<file path="src/ptc_pkg.sv">
// constants for the pll test control register pair
// assumes a classic wishbone slave with 32-bit data and byte addressing
package ptc_pkg;

  // ==========================================================
  // bus geometry
  localparam int ADR_W  = 10;
  localparam int DAT_W  = 32;
  localparam int SEL_W  = 4;
  localparam int REG_W  = 8;

  // ==========================================================
  // register indices, byte address is four times the index
  localparam logic [7:0] IDX_TEST_A = 8'h3d;
  localparam logic [7:0] IDX_SHARED = 8'h3e;
  localparam logic [7:0] IDX_STATUS = 8'h40;

  // ==========================================================
  // reset values
  localparam logic [7:0] RST_TEST_A = 8'h00;
  localparam logic [7:0] RST_TEST_B = 8'h00;
  localparam logic [7:0] RST_FM_AMP = 8'h00;

  // ==========================================================
  // fields of pll_test_ctrl_a
  localparam int A_REG_SEL    = 7;
  localparam int A_GFE        = 6;
  localparam int A_XFC_ROUTE  = 5;
  localparam int A_FC_FORCE   = 4;
  localparam int A_VCO_MSB    = 3;
  localparam int A_RSVD       = 2;
  localparam int A_FM_X4      = 1;
  localparam int A_CRYSTAL_PIN_DIN   = 0;

  // ==========================================================
  // fields of pll_test_ctrl_b
  localparam int B_PFD_FORCE  = 7;
  localparam int B_TCLK_EN    = 6;
  localparam int B_TCLK_SEL_H = 5;
  localparam int B_TCLK_SEL_L = 4;
  localparam int B_MON_DIS    = 3;
  localparam int B_EXT_SQW    = 2;
  localparam int B_FORCE_UP   = 1;
  localparam int B_FORCE_DN   = 0;

  // ==========================================================
  // test clock choices and fm scaling
  localparam int TCLK_N = 4;
  localparam int REF_RANGE_BIT = 1;
  localparam logic [2:0] FM_MULT_X1 = 3'h1;
  localparam logic [2:0] FM_MULT_X4 = 3'h4;
  localparam logic [2:0] VCO_GAIN_MAX = 3'h7;

  // ==========================================================
  // timing of one triangular sweep step
  localparam int CLK_PERIOD_NS = 8;
  localparam int FM_STEP_NS    = 1000;
  localparam int FM_STEP_CYC   = (FM_STEP_NS + CLK_PERIOD_NS - 1) / CLK_PERIOD_NS;

  // ==========================================================
  // register decode result
  typedef enum logic [2:0] {REG_NONE, REG_A, REG_B, REG_FM, REG_STAT} ptc_reg_e;

endpackage

</file>
<file path="src/ptc_fm_sweep.sv">
// triangular sweep generator for the fm current code
// assumes run_i comes from logic on the same clock
`timescale 1ns/100ps
module ptc_fm_sweep
  import ptc_pkg::*;
(
  input  wire logic              clk_i,
  input  wire logic              rst_i,
  input  wire logic              run_i,
  output logic [REG_W-1:0]       code_o
);

  // ==========================================================
  // step timer
  logic [7:0]       tick_ff;
  logic             step;
  logic [REG_W-1:0] code_ff;
  logic             up_ff;

  assign step = (tick_ff == 8'(FM_STEP_CYC - 1));

  // timer restarts whenever the sweep is stopped
  always_ff @(posedge clk_i or posedge rst_i)
  begin
    if (rst_i)
      tick_ff <= 8'h00;
    else if (!run_i || step)
      tick_ff <= 8'h00;
    else
      tick_ff <= tick_ff + 8'h01;
  end

  // ==========================================================
  // up/down counter, turns at both ends so no code is skipped
  always_ff @(posedge clk_i or posedge rst_i)
  begin
    if (rst_i)
    begin
      code_ff <= 8'h00;
      up_ff   <= 1'b1;
    end
    else if (!run_i)
    begin
      code_ff <= 8'h00;
      up_ff   <= 1'b1;
    end
    else if (step)
    begin
      if (up_ff && code_ff == 8'hff)
      begin
        up_ff   <= 1'b0;
        code_ff <= 8'hfe;
      end
      else if (!up_ff && code_ff == 8'h00)
      begin
        up_ff   <= 1'b1;
        code_ff <= 8'h01;
      end
      else if (up_ff)
        code_ff <= code_ff + 8'h01;
      else
        code_ff <= code_ff - 8'h01;
    end
  end

  assign code_o = code_ff;

endmodule // ptc_fm_sweep

</file>
<file path="src/ptc_regs.sv">
// pll test control register pair with fm amplitude register, wishbone slave
// assumes a classic wishbone master on CLOCK_I and all control inputs on the same clock
//
// How it works
// - reg select 0 shows test register b at the shared index, 1 shows the fm amplitude register.
// - reg select 0 gives a triangular fm code while fm runs, 1 gives the stored amplitude.
// - the glitch filter bit goes out as enable (1) or disable (0) request to the test controller.
// - the filter route bit set connects the external filter pin to the filter node.
// - with node force set, reference range bit 1 picks one third (1) or one half (0) supply.
// - the vco gain msb joins the two low gain bits into a three-bit code, all ones is top range.
// - the fm gain bit multiplies the fm amplitude by four, otherwise by one.
// - the crystal input bit enables the crystal pin as a digital input for oscillator test.
// - test register b reads while reg select is clear and takes writes only then and in special mode.
// - test clock select 00 rc, 01 oscillator, 10 vco, 11 vco divided by four.
// - test register a has its own index, reads any time, writes in special mode, reset clears gfe.
//
// Our own choice: register access over Wishbone.
`timescale 1ns/100ps
module ptc_regs
  import ptc_pkg::*;
(
  input  wire logic              CLOCK_I,
  input  wire logic              RST_I,
  // wishbone slave
  input  wire logic              CYC_I,
  input  wire logic              STB_I,
  input  wire logic              WE_I,
  input  wire logic [ADR_W-1:0]  ADR_I,
  input  wire logic [SEL_W-1:0]  SEL_I,
  input  wire logic [DAT_W-1:0]  DAT_I,
  output logic      [DAT_W-1:0]  DAT_O,
  output logic                   ACK_O,
  // device context
  input  wire logic              SPECIAL_MODE_I,
  input  wire logic              FM_RUN_ENABLE_I,
  input  wire logic [1:0]        REF_FREQ_RANGE_I,
  input  wire logic [1:0]        VCO_GAIN_LO_I,
  // controls toward the analog unit
  output logic [REG_W-1:0]       FM_CURRENT_CODE_O,
  output logic [2:0]             FM_GAIN_MULT_O,
  output logic [REG_W+1:0]       FM_SCALED_CODE_O,
  output logic                   GLITCH_FILTER_REQ_O,
  output logic                   EXT_FILTER_ROUTE_O,
  output logic                   FILTER_FORCE_THIRD_O,
  output logic                   FILTER_FORCE_HALF_O,
  output logic [2:0]             VCO_GAIN_CODE_O,
  output logic                   VCO_RANGE_MAX_O,
  output logic                   CRYSTAL_DIN_EN_O,
  output logic                   PFD_FORCE_EN_O,
  output logic                   PFD_FORCE_UP_O,
  output logic                   PFD_FORCE_DOWN_O,
  output logic                   TEST_CLK_EN_O,
  output logic [TCLK_N-1:0]      TEST_CLK_ONEHOT_O,
  output logic                   MONITOR_DISABLE_O,
  output logic                   EXT_SQW_EN_O
);

  // ==========================================================
  // address decode

  // shared index answers for register b or fm amplitude
  // misaligned addresses never hit, so a stray byte
  // write cannot land in a neighbouring register
  function automatic ptc_reg_e decode_reg(input logic [ADR_W-1:0] adr,
                                          input logic             fm_sel);
    logic [7:0] idx;
    idx = adr[ADR_W-1:2];
    if (adr[1:0] != 2'b00)
      decode_reg = REG_NONE;
    else if (idx == IDX_TEST_A)
      decode_reg = REG_A;
    else if (idx == IDX_SHARED && !fm_sel)
      decode_reg = REG_B;
    else if (idx == IDX_SHARED)
      decode_reg = REG_FM;
    else if (idx == IDX_STATUS)
      decode_reg = REG_STAT;
    else
      decode_reg = REG_NONE;
  endfunction

  // ==========================================================
  // storage
  // software registers and the bus answer
  logic [REG_W-1:0] test_a_ff;
  logic [REG_W-1:0] test_b_ff;
  logic [REG_W-1:0] fm_amp_ff;
  logic             ack_ff;
  logic [DAT_W-1:0] rdata_ff;

  // bus decode, combinational off the live request
  logic             req;
  logic             wr_take;
  logic             wr_ok;
  ptc_reg_e         hit;

  // read side
  logic [REG_W-1:0] rd_byte;
  logic [REG_W-1:0] status_byte;

  // fm path ahead of its flops
  logic [REG_W-1:0] sweep_code;
  logic [REG_W-1:0] nxt_fm_code;
  logic [REG_W-1:0] fm_code_ff;

  // test clock selects ahead of their flops
  logic [TCLK_N-1:0] nxt_clk_onehot;

  // ==========================================================
  // wishbone handshake
  assign req     = CYC_I && STB_I;
  assign hit     = decode_reg(ADR_I, test_a_ff[A_REG_SEL]);
  // writes land on the edge where the master sees ack
  // lane 0 carries the whole register, other lanes idle
  assign wr_take = req && WE_I && ack_ff && SEL_I[0];
  // outside special mode the write is acked but dropped
  // software sees no error and must read back to know
  assign wr_ok   = wr_take && SPECIAL_MODE_I;

  // ack one cycle after the request, dropped the cycle after
  // the fixed wait state gives decode a full cycle to settle
  // before the write edge
  // a master holding cyc and stb past ack is answered again,
  // so every access costs at least two cycles
  always_ff @(posedge CLOCK_I or posedge RST_I)
  begin
    if (RST_I)
      ack_ff <= 1'b0;
    else
      ack_ff <= req && !ack_ff;
  end

  assign ACK_O = ack_ff;

  // ==========================================================
  // test register a, power-on reset clears every bit, gfe among them
  // the reserved bit is forced low so it always reads zero
  // one reset only: power-on and later resets look alike
  always_ff @(posedge CLOCK_I or posedge RST_I)
  begin
    if (RST_I)
      test_a_ff <= RST_TEST_A;
    else if (wr_ok && hit == REG_A)
    begin
      test_a_ff <= DAT_I[REG_W-1:0];
      test_a_ff[A_RSVD] <= 1'b0;
    end
  end

  // ==========================================================
  // test register b, reachable only while reg select is clear
  // since the same index then belongs to the fm amplitude
  always_ff @(posedge CLOCK_I or posedge RST_I)
  begin
    if (RST_I)
      test_b_ff <= RST_TEST_B;
    else if (wr_ok && hit == REG_B)
      test_b_ff <= DAT_I[REG_W-1:0];
  end

  // ==========================================================
  // fm amplitude register, same write gate as the test pair
  // it keeps its value while hidden, so flipping reg select
  // back restores the stored code without a rewrite
  always_ff @(posedge CLOCK_I or posedge RST_I)
  begin
    if (RST_I)
      fm_amp_ff <= RST_FM_AMP;
    else if (wr_ok && hit == REG_FM)
      fm_amp_ff <= DAT_I[REG_W-1:0];
  end

  // ==========================================================
  // read path
  // status shows the code as the analog unit sees it,
  // one cycle behind the sweep or amplitude register that it selects
  assign status_byte = fm_code_ff;

  // read mux; unmapped and misaligned addresses read zero
  // the status index has no storage, writes to it vanish
  always_comb
  begin
    rd_byte = 8'h00;
    case (hit)
      REG_A:    rd_byte = test_a_ff;
      REG_B:    rd_byte = test_b_ff;
      REG_FM:   rd_byte = fm_amp_ff;
      REG_STAT: rd_byte = status_byte;
      default:  rd_byte = 8'h00;
    endcase
  end

  // data captured with the ack and held until the next read
  // writes leave it alone, so a stale value lingers;
  // take it only on a read ack
  always_ff @(posedge CLOCK_I or posedge RST_I)
  begin
    if (RST_I)
      rdata_ff <= 32'h0000_0000;
    else if (req && !ack_ff && !WE_I)
      rdata_ff <= {24'h00_0000, rd_byte};
  end

  assign DAT_O = rdata_ff;

  // ==========================================================
  // frequency modulation code
  // the sweep is held cleared while the stored amplitude
  // drives the code, so sweep mode always restarts at zero
  ptc_fm_sweep u_sweep
  (
    .clk_i  (CLOCK_I),
    .rst_i  (RST_I),
    .run_i  (FM_RUN_ENABLE_I && !test_a_ff[A_REG_SEL]),
    .code_o (sweep_code)
  );

  // register select picks sweep or stored amplitude
  // with fm stopped in sweep mode the code parks at zero
  always_comb
  begin
    if (test_a_ff[A_REG_SEL])
      nxt_fm_code = fm_amp_ff;
    else if (FM_RUN_ENABLE_I)
      nxt_fm_code = sweep_code;
    else
      nxt_fm_code = 8'h00;
  end

  // code and its scaled form leave from flip-flops
  // scaling is a shift by two; the two extra bits keep
  // the top of the range, so nothing clips
  always_ff @(posedge CLOCK_I or posedge RST_I)
  begin
    if (RST_I)
    begin
      fm_code_ff       <= 8'h00;
      FM_SCALED_CODE_O <= 10'h000;
      FM_GAIN_MULT_O   <= FM_MULT_X1;
    end
    else
    begin
      fm_code_ff <= nxt_fm_code;
      if (test_a_ff[A_FM_X4])
      begin
        FM_SCALED_CODE_O <= {nxt_fm_code, 2'b00};
        FM_GAIN_MULT_O   <= FM_MULT_X4;
      end
      else
      begin
        FM_SCALED_CODE_O <= {2'b00, nxt_fm_code};
        FM_GAIN_MULT_O   <= FM_MULT_X1;
      end
    end
  end

  // the same flop feeds the status read, so both agree
  assign FM_CURRENT_CODE_O = fm_code_ff;

  // ==========================================================
  // filter node and vco gain controls
  // every output here is one flop past its register bit
  // exclusion in hardware would hide a software slip
  // from the tester, which these bits exist to expose
  // the block does not police a second node driver, software keeps
  // route and force exclusive; both can be set and both go out
  always_ff @(posedge CLOCK_I or posedge RST_I)
  begin
    if (RST_I)
    begin
      GLITCH_FILTER_REQ_O  <= 1'b0;
      EXT_FILTER_ROUTE_O   <= 1'b0;
      FILTER_FORCE_THIRD_O <= 1'b0;
      FILTER_FORCE_HALF_O  <= 1'b0;
      VCO_GAIN_CODE_O      <= 3'h0;
      VCO_RANGE_MAX_O      <= 1'b0;
      CRYSTAL_DIN_EN_O     <= 1'b0;
    end
    else
    begin
      GLITCH_FILTER_REQ_O  <= test_a_ff[A_GFE];
      EXT_FILTER_ROUTE_O   <= test_a_ff[A_XFC_ROUTE];
      FILTER_FORCE_THIRD_O <= test_a_ff[A_FC_FORCE] &&
                              REF_FREQ_RANGE_I[REF_RANGE_BIT];
      FILTER_FORCE_HALF_O  <= test_a_ff[A_FC_FORCE] &&
                              !REF_FREQ_RANGE_I[REF_RANGE_BIT];
      // low gain bits come live from the synthesizer side
      VCO_GAIN_CODE_O      <= {test_a_ff[A_VCO_MSB], VCO_GAIN_LO_I};
      VCO_RANGE_MAX_O      <= ({test_a_ff[A_VCO_MSB], VCO_GAIN_LO_I}
                               == VCO_GAIN_MAX);
      CRYSTAL_DIN_EN_O     <= test_a_ff[A_CRYSTAL_PIN_DIN];
    end
  end

  // ==========================================================
  // test clock observation select, one line per clock source
  // index 0 rc, 1 oscillator, 2 vco, 3 vco divided by four
  // the clocks are switched in the analog unit, only
  // selects leave here, all low while the enable is clear
  genvar gi;
  generate
    for (gi = 0; gi < TCLK_N; gi++)
    begin : g_tclk
      assign nxt_clk_onehot[gi] = test_b_ff[B_TCLK_EN] &&
        (test_b_ff[B_TCLK_SEL_H:B_TCLK_SEL_L] == 2'(gi));
    end
  endgenerate

  // ==========================================================
  // phase detector and oscillator test controls
  // monitor disable and square wave go straight out;
  // the tester owns the oscillator while they are set
  always_ff @(posedge CLOCK_I or posedge RST_I)
  begin
    if (RST_I)
    begin
      PFD_FORCE_EN_O    <= 1'b0;
      PFD_FORCE_UP_O    <= 1'b0;
      PFD_FORCE_DOWN_O  <= 1'b0;
      TEST_CLK_EN_O     <= 1'b0;
      TEST_CLK_ONEHOT_O <= 4'h0;
      MONITOR_DISABLE_O <= 1'b0;
      EXT_SQW_EN_O      <= 1'b0;
    end
    else
    begin
      PFD_FORCE_EN_O    <= test_b_ff[B_PFD_FORCE];
      // up and down only act while the loop is opened
      PFD_FORCE_UP_O    <= test_b_ff[B_PFD_FORCE] && test_b_ff[B_FORCE_UP];
      PFD_FORCE_DOWN_O  <= test_b_ff[B_PFD_FORCE] && test_b_ff[B_FORCE_DN];
      TEST_CLK_EN_O     <= test_b_ff[B_TCLK_EN];
      TEST_CLK_ONEHOT_O <= nxt_clk_onehot;
      MONITOR_DISABLE_O <= test_b_ff[B_MON_DIS];
      EXT_SQW_EN_O      <= test_b_ff[B_EXT_SQW];
    end
  end

endmodule // ptc_regs

</file>
<file path="config.mk">
export PLATFORM = sky130hd
export DESIGN_NAME = ptc_regs
export DESIGN_NICKNAME = d
export VERILOG_FILES = /design/src/ptc_pkg.sv /design/src/ptc_fm_sweep.sv /design/src/ptc_regs.sv
export SDC_FILE = /design/constraint.sdc
export NUM_CORES = 1
export LEC_CHECK = 0
export BUFFER_PORTS_ARGS = -buffer_cell sky130_fd_sc_hd__buf_2
export CORE_UTILIZATION = 35
export CTS_BUF_LIST = sky130_fd_sc_hd__clkbuf_4
export DETAILED_ROUTE_END_ITERATION = 8
export GPL_TIMING_DRIVEN = 0
export PLACE_DENSITY = 0.59
export SLEW_MARGIN = 20
export SYNTH_ARGS = -nofsm -noshare
export SYNTH_HDL_FRONTEND = slang
export SYNTH_SLANG_ARGS = --single-unit
export TNS_END_PERCENT = 1
</file>
<file path="constraint.sdc">
create_clock -name CLOCK_I -period 5.7 [get_ports CLOCK_I]
set_clock_uncertainty 0.2 [all_clocks]
set_input_delay 1.14 -clock CLOCK_I [delete_from_list [all_inputs] [get_ports CLOCK_I]]
set_output_delay 1.14 -clock CLOCK_I [all_outputs]
set_load 0.01 [all_outputs]
</file>
==> results.toml <==
[worst_setup_path]
critPathArrivalTime_ps = 3160
required_ps = 5830
reg2reg_slack_ps = 3370
cp-start-kind = "input pin"
critPathKind = "in2reg"
critical_path_peak_fanout = 10
critPathCaptureType = "flop"

[power_and_ir_drop]
power.net_switching_uw = 240
leakagePower_uw = 0.00261
ir_drop_v = 0.000125
p_seq_frac = 0.610
internal-power_uw = 793
sw_frac_of_total = 0.233
pwr-share-comb = 0.062
pwr-share-clk = 0.328
power_density_nw_per_um2 = 212

[status]
status = "complete, no violations"

[clock_network]
ctsHoldBuffers = 0
post-cts-setup-buffer-count = 0
clock_path_buffers = 2
cts.clk_slew.worst_paths_ps = 120
cts_made_buffers = 9
insertion_delay_ps = 440
h-tree-depth = 3
cts_tree = "done"
cts_sinks = 88
cts_resized = 0
cts-root-buf = "clkbuf_4"

[sta]
fin_setup_tns_ps = 0
max_freq_ghz = 0.330
rsz0062_at_grt = "no"
final_hold_viol_count = 0
drv_slew = 0
setup_viol = 0
tightest_slew_ps = 864
finalCritPeriodShare = 0.531
finalWorstPathRequiredPeriod_ps = 3030
slew_headroom = 0.420

[grt]
grt_pass1_wl_mm = 14.3
grt_use_total = 0.158
grt_max_degree = 57
grt_pass1_vias = 2859
grt_overflow = 0
antenna_found_initial = 0

[synthesis]
ys_warn_count = 0
synth_edf_count = 0
ys_seq_area_frac = 0.541
syn_area_per_cell_sq_um = 11.9
synth-main-ff-cell = "dfrtp_1"
ys_ff_latch = 88
async_flop_share = 1.00
synth_cells = 341
netlist_area_sq_um = 4070
synth.distinct_cells = 55

[die]
die_h_microns = 110
ios = 130
coreArea_sq_um = 11400
rows = 39
die_x_microns = 110
dieArea_sq_um = 12100
initial_core_util = 0.358

[detailed_routing]
ant_nets = 0
drc_errors = 0
wl_per_cell_microns = 14.8
drt_wl_total_mm = 8.88
viasPerCell = 4.88
drt_iter0_drc = 199
drt_pass1_iterations = 4
vias = 2931

[final_layout]
n_antenna_cell = 0
syn_to_final_growth_pct = 19.9
fin_util = 0.429
drive_gt1_frac = 0.319
finalNetCount = 519

[hold_path]
worstHoldPathType = "reg2reg"

[placed_design]
gp_congestion = 0.801
post-dp-hpwl_mm = 6.49
portBuffers = 76

[job]
max_cap_violations = 0
[cells by family (layout without fill, tap and decap cells)]
family                   count (synthesis)  in the layout  share of synthesized area
AO/OA/AOI/OAI                           55             55                     0.0937
XOR/XNOR                                11             11                     0.0237
adder cells (fa/ha/maj)                  9              9                     0.0295
buffers and inverters                   50            143                     0.0750
flip-flops                              88             88                      0.541
multiplexers                            29             29                     0.0931
other                                    1             25                   0.000921
AND/OR/NAND/NOR                         98             98                      0.143
[sequential cells by signal (all words and copies together), names as in the netlist, 2 cells and up]
signal / count
DAT_O: 8
test_a_ff: 7
test_b_ff: 8
FM_CURRENT_CODE_O: 8
fm_amp_ff: 8
FM_SCALED_CODE_O: 10
TEST_CLK_ONEHOT_O: 4
u_sweep.code_o: 8
FM_GAIN_MULT_O: 2
VCO_GAIN_CODE_O: 3
u_sweep.tick_ff: 8
[critical path, stage by stage]
cell	delay, ps
buf_2	90
or3_1	380
buf_6	150
nor4_4	550
and2b_1	250
and2_4	160
buf_12	140
mux2_4	300
[synth_stat cells, types with 3 or more instances]
library cell	count	share of area
dfrtp_1	86	0.53
nor2_1	26	0.024
buf_4	25	0.046
inv_1	18	0.017
a21oi_1	17	0.021
mux2_4	16	0.059
nand3_1	16	0.020
a22oi_1	13	0.024
nand2_1	12	0.011
a221o_1	9	0.022
ha_1	8	0.025
mux2_1	7	0.019
mux2i_1	6	0.015
xor2_1	6	0.013
and3_1	5	0.0077
o21ai_1	5	0.0061
xnor2_1	5	0.011
and2_1	4	0.0061
clkbuf_1	4	0.0037
nor2b_1	4	0.0061
nor3_1	4	0.0049
nand2b_1	3	0.0046
nand4_1	3	0.0046
[layout make-up]
class                   instances  area [sq um]
clock inverters                 5          47.5
clock buffers                  11          82.6
well taps                     143           179
flip-flops and latches         88          2200
fillers                      1108          6490
plain buffers                  32           238
repair buffers                 77           408
inverters                      18          70.1
multi-input cells             227          1650
[routing by layer]
metal | vias to the layer above | wire length (microns) | part of all wire | GRT usage
li1 | 1385 | - | - | -
met1 | 1439 | 3940 | 0.44 | 0.195
met2 | 92 | 4310 | 0.48 | 0.266
met3 | 15 | 469 | 0.053 | 0.0362
met4 | 0 | 168 | 0.019 | 0.0629
met5 | - | 0 | 0 | 0
[power by group through the flow]
stage                     clock network (uW)  logic [uW]  registers (uW)
after floorplan                            0        40.3             642
after global placement                     0        60.7             642
after detailed placement                   0        64.7             642
after CTS                                350        64.6             630
after global routing                     378        72.1             631
final                                    339        63.9             630
[cell usage in the layout (no fill, tap or decap), types with 6 or more instances in the layout]
cell	Yosys	final
conb_1	1	25
nand2_1	12	12
xor2_1	6	6
a221o_1	9	9
nor2_1	26	26
ha_1	8	8
a22oi_1	13	13
inv_1	18	17
buf_2	0	76
mux2_1	7	7
mux2i_1	6	6
clkbuf_4	0	11
buf_4	25	25
a21oi_1	17	17
mux2_4	16	16
nand3_1	16	16
dfrtp_1	86	86
[stage by stage]
| stage | area [sq um] | hold WS [ps] | std cells | total power [uW] | setup slack (ps) |
|---|---|---|---|---|---|
| finish | 4880 | 217 | 601 | 1030 | 2670 |
| global route | 4880 | 233 | 601 | 1080 | 2600 |
| CTS | 4880 | 218 | 601 | 1040 | 2650 |
| detailed placement | 4750 | 190 | 585 | 707 | 2170 |
| global placement | 4720 | 184 | 584 | 703 | 1110 |
| floorplan | 4160 | 171 | 365 | 682 | 2080 |
[path summary, 6_finish.rpt]
| path | from | endpoint | depth (start not counted) |
|---|---|---|---|
| setup / recovery | ADR_I[1] | test_b_ff[2] | 8 |
| hold / removal | test_a_ff[1] | FM_GAIN_MULT_O[2] | 0 |
| setup reg to reg | u_sweep.up_ff | u_sweep.code_o[5] | 7 |
| hold reg to reg | test_a_ff[1] | FM_GAIN_MULT_O[2] | 0 |
| max in group asynchronous | RST_I | FM_GAIN_MULT_O[0] | 3 |
| min in group asynchronous | RST_I | u_sweep.tick_ff[4] | 2 |
Note: power is estimated with default switching activity, not from simulation.
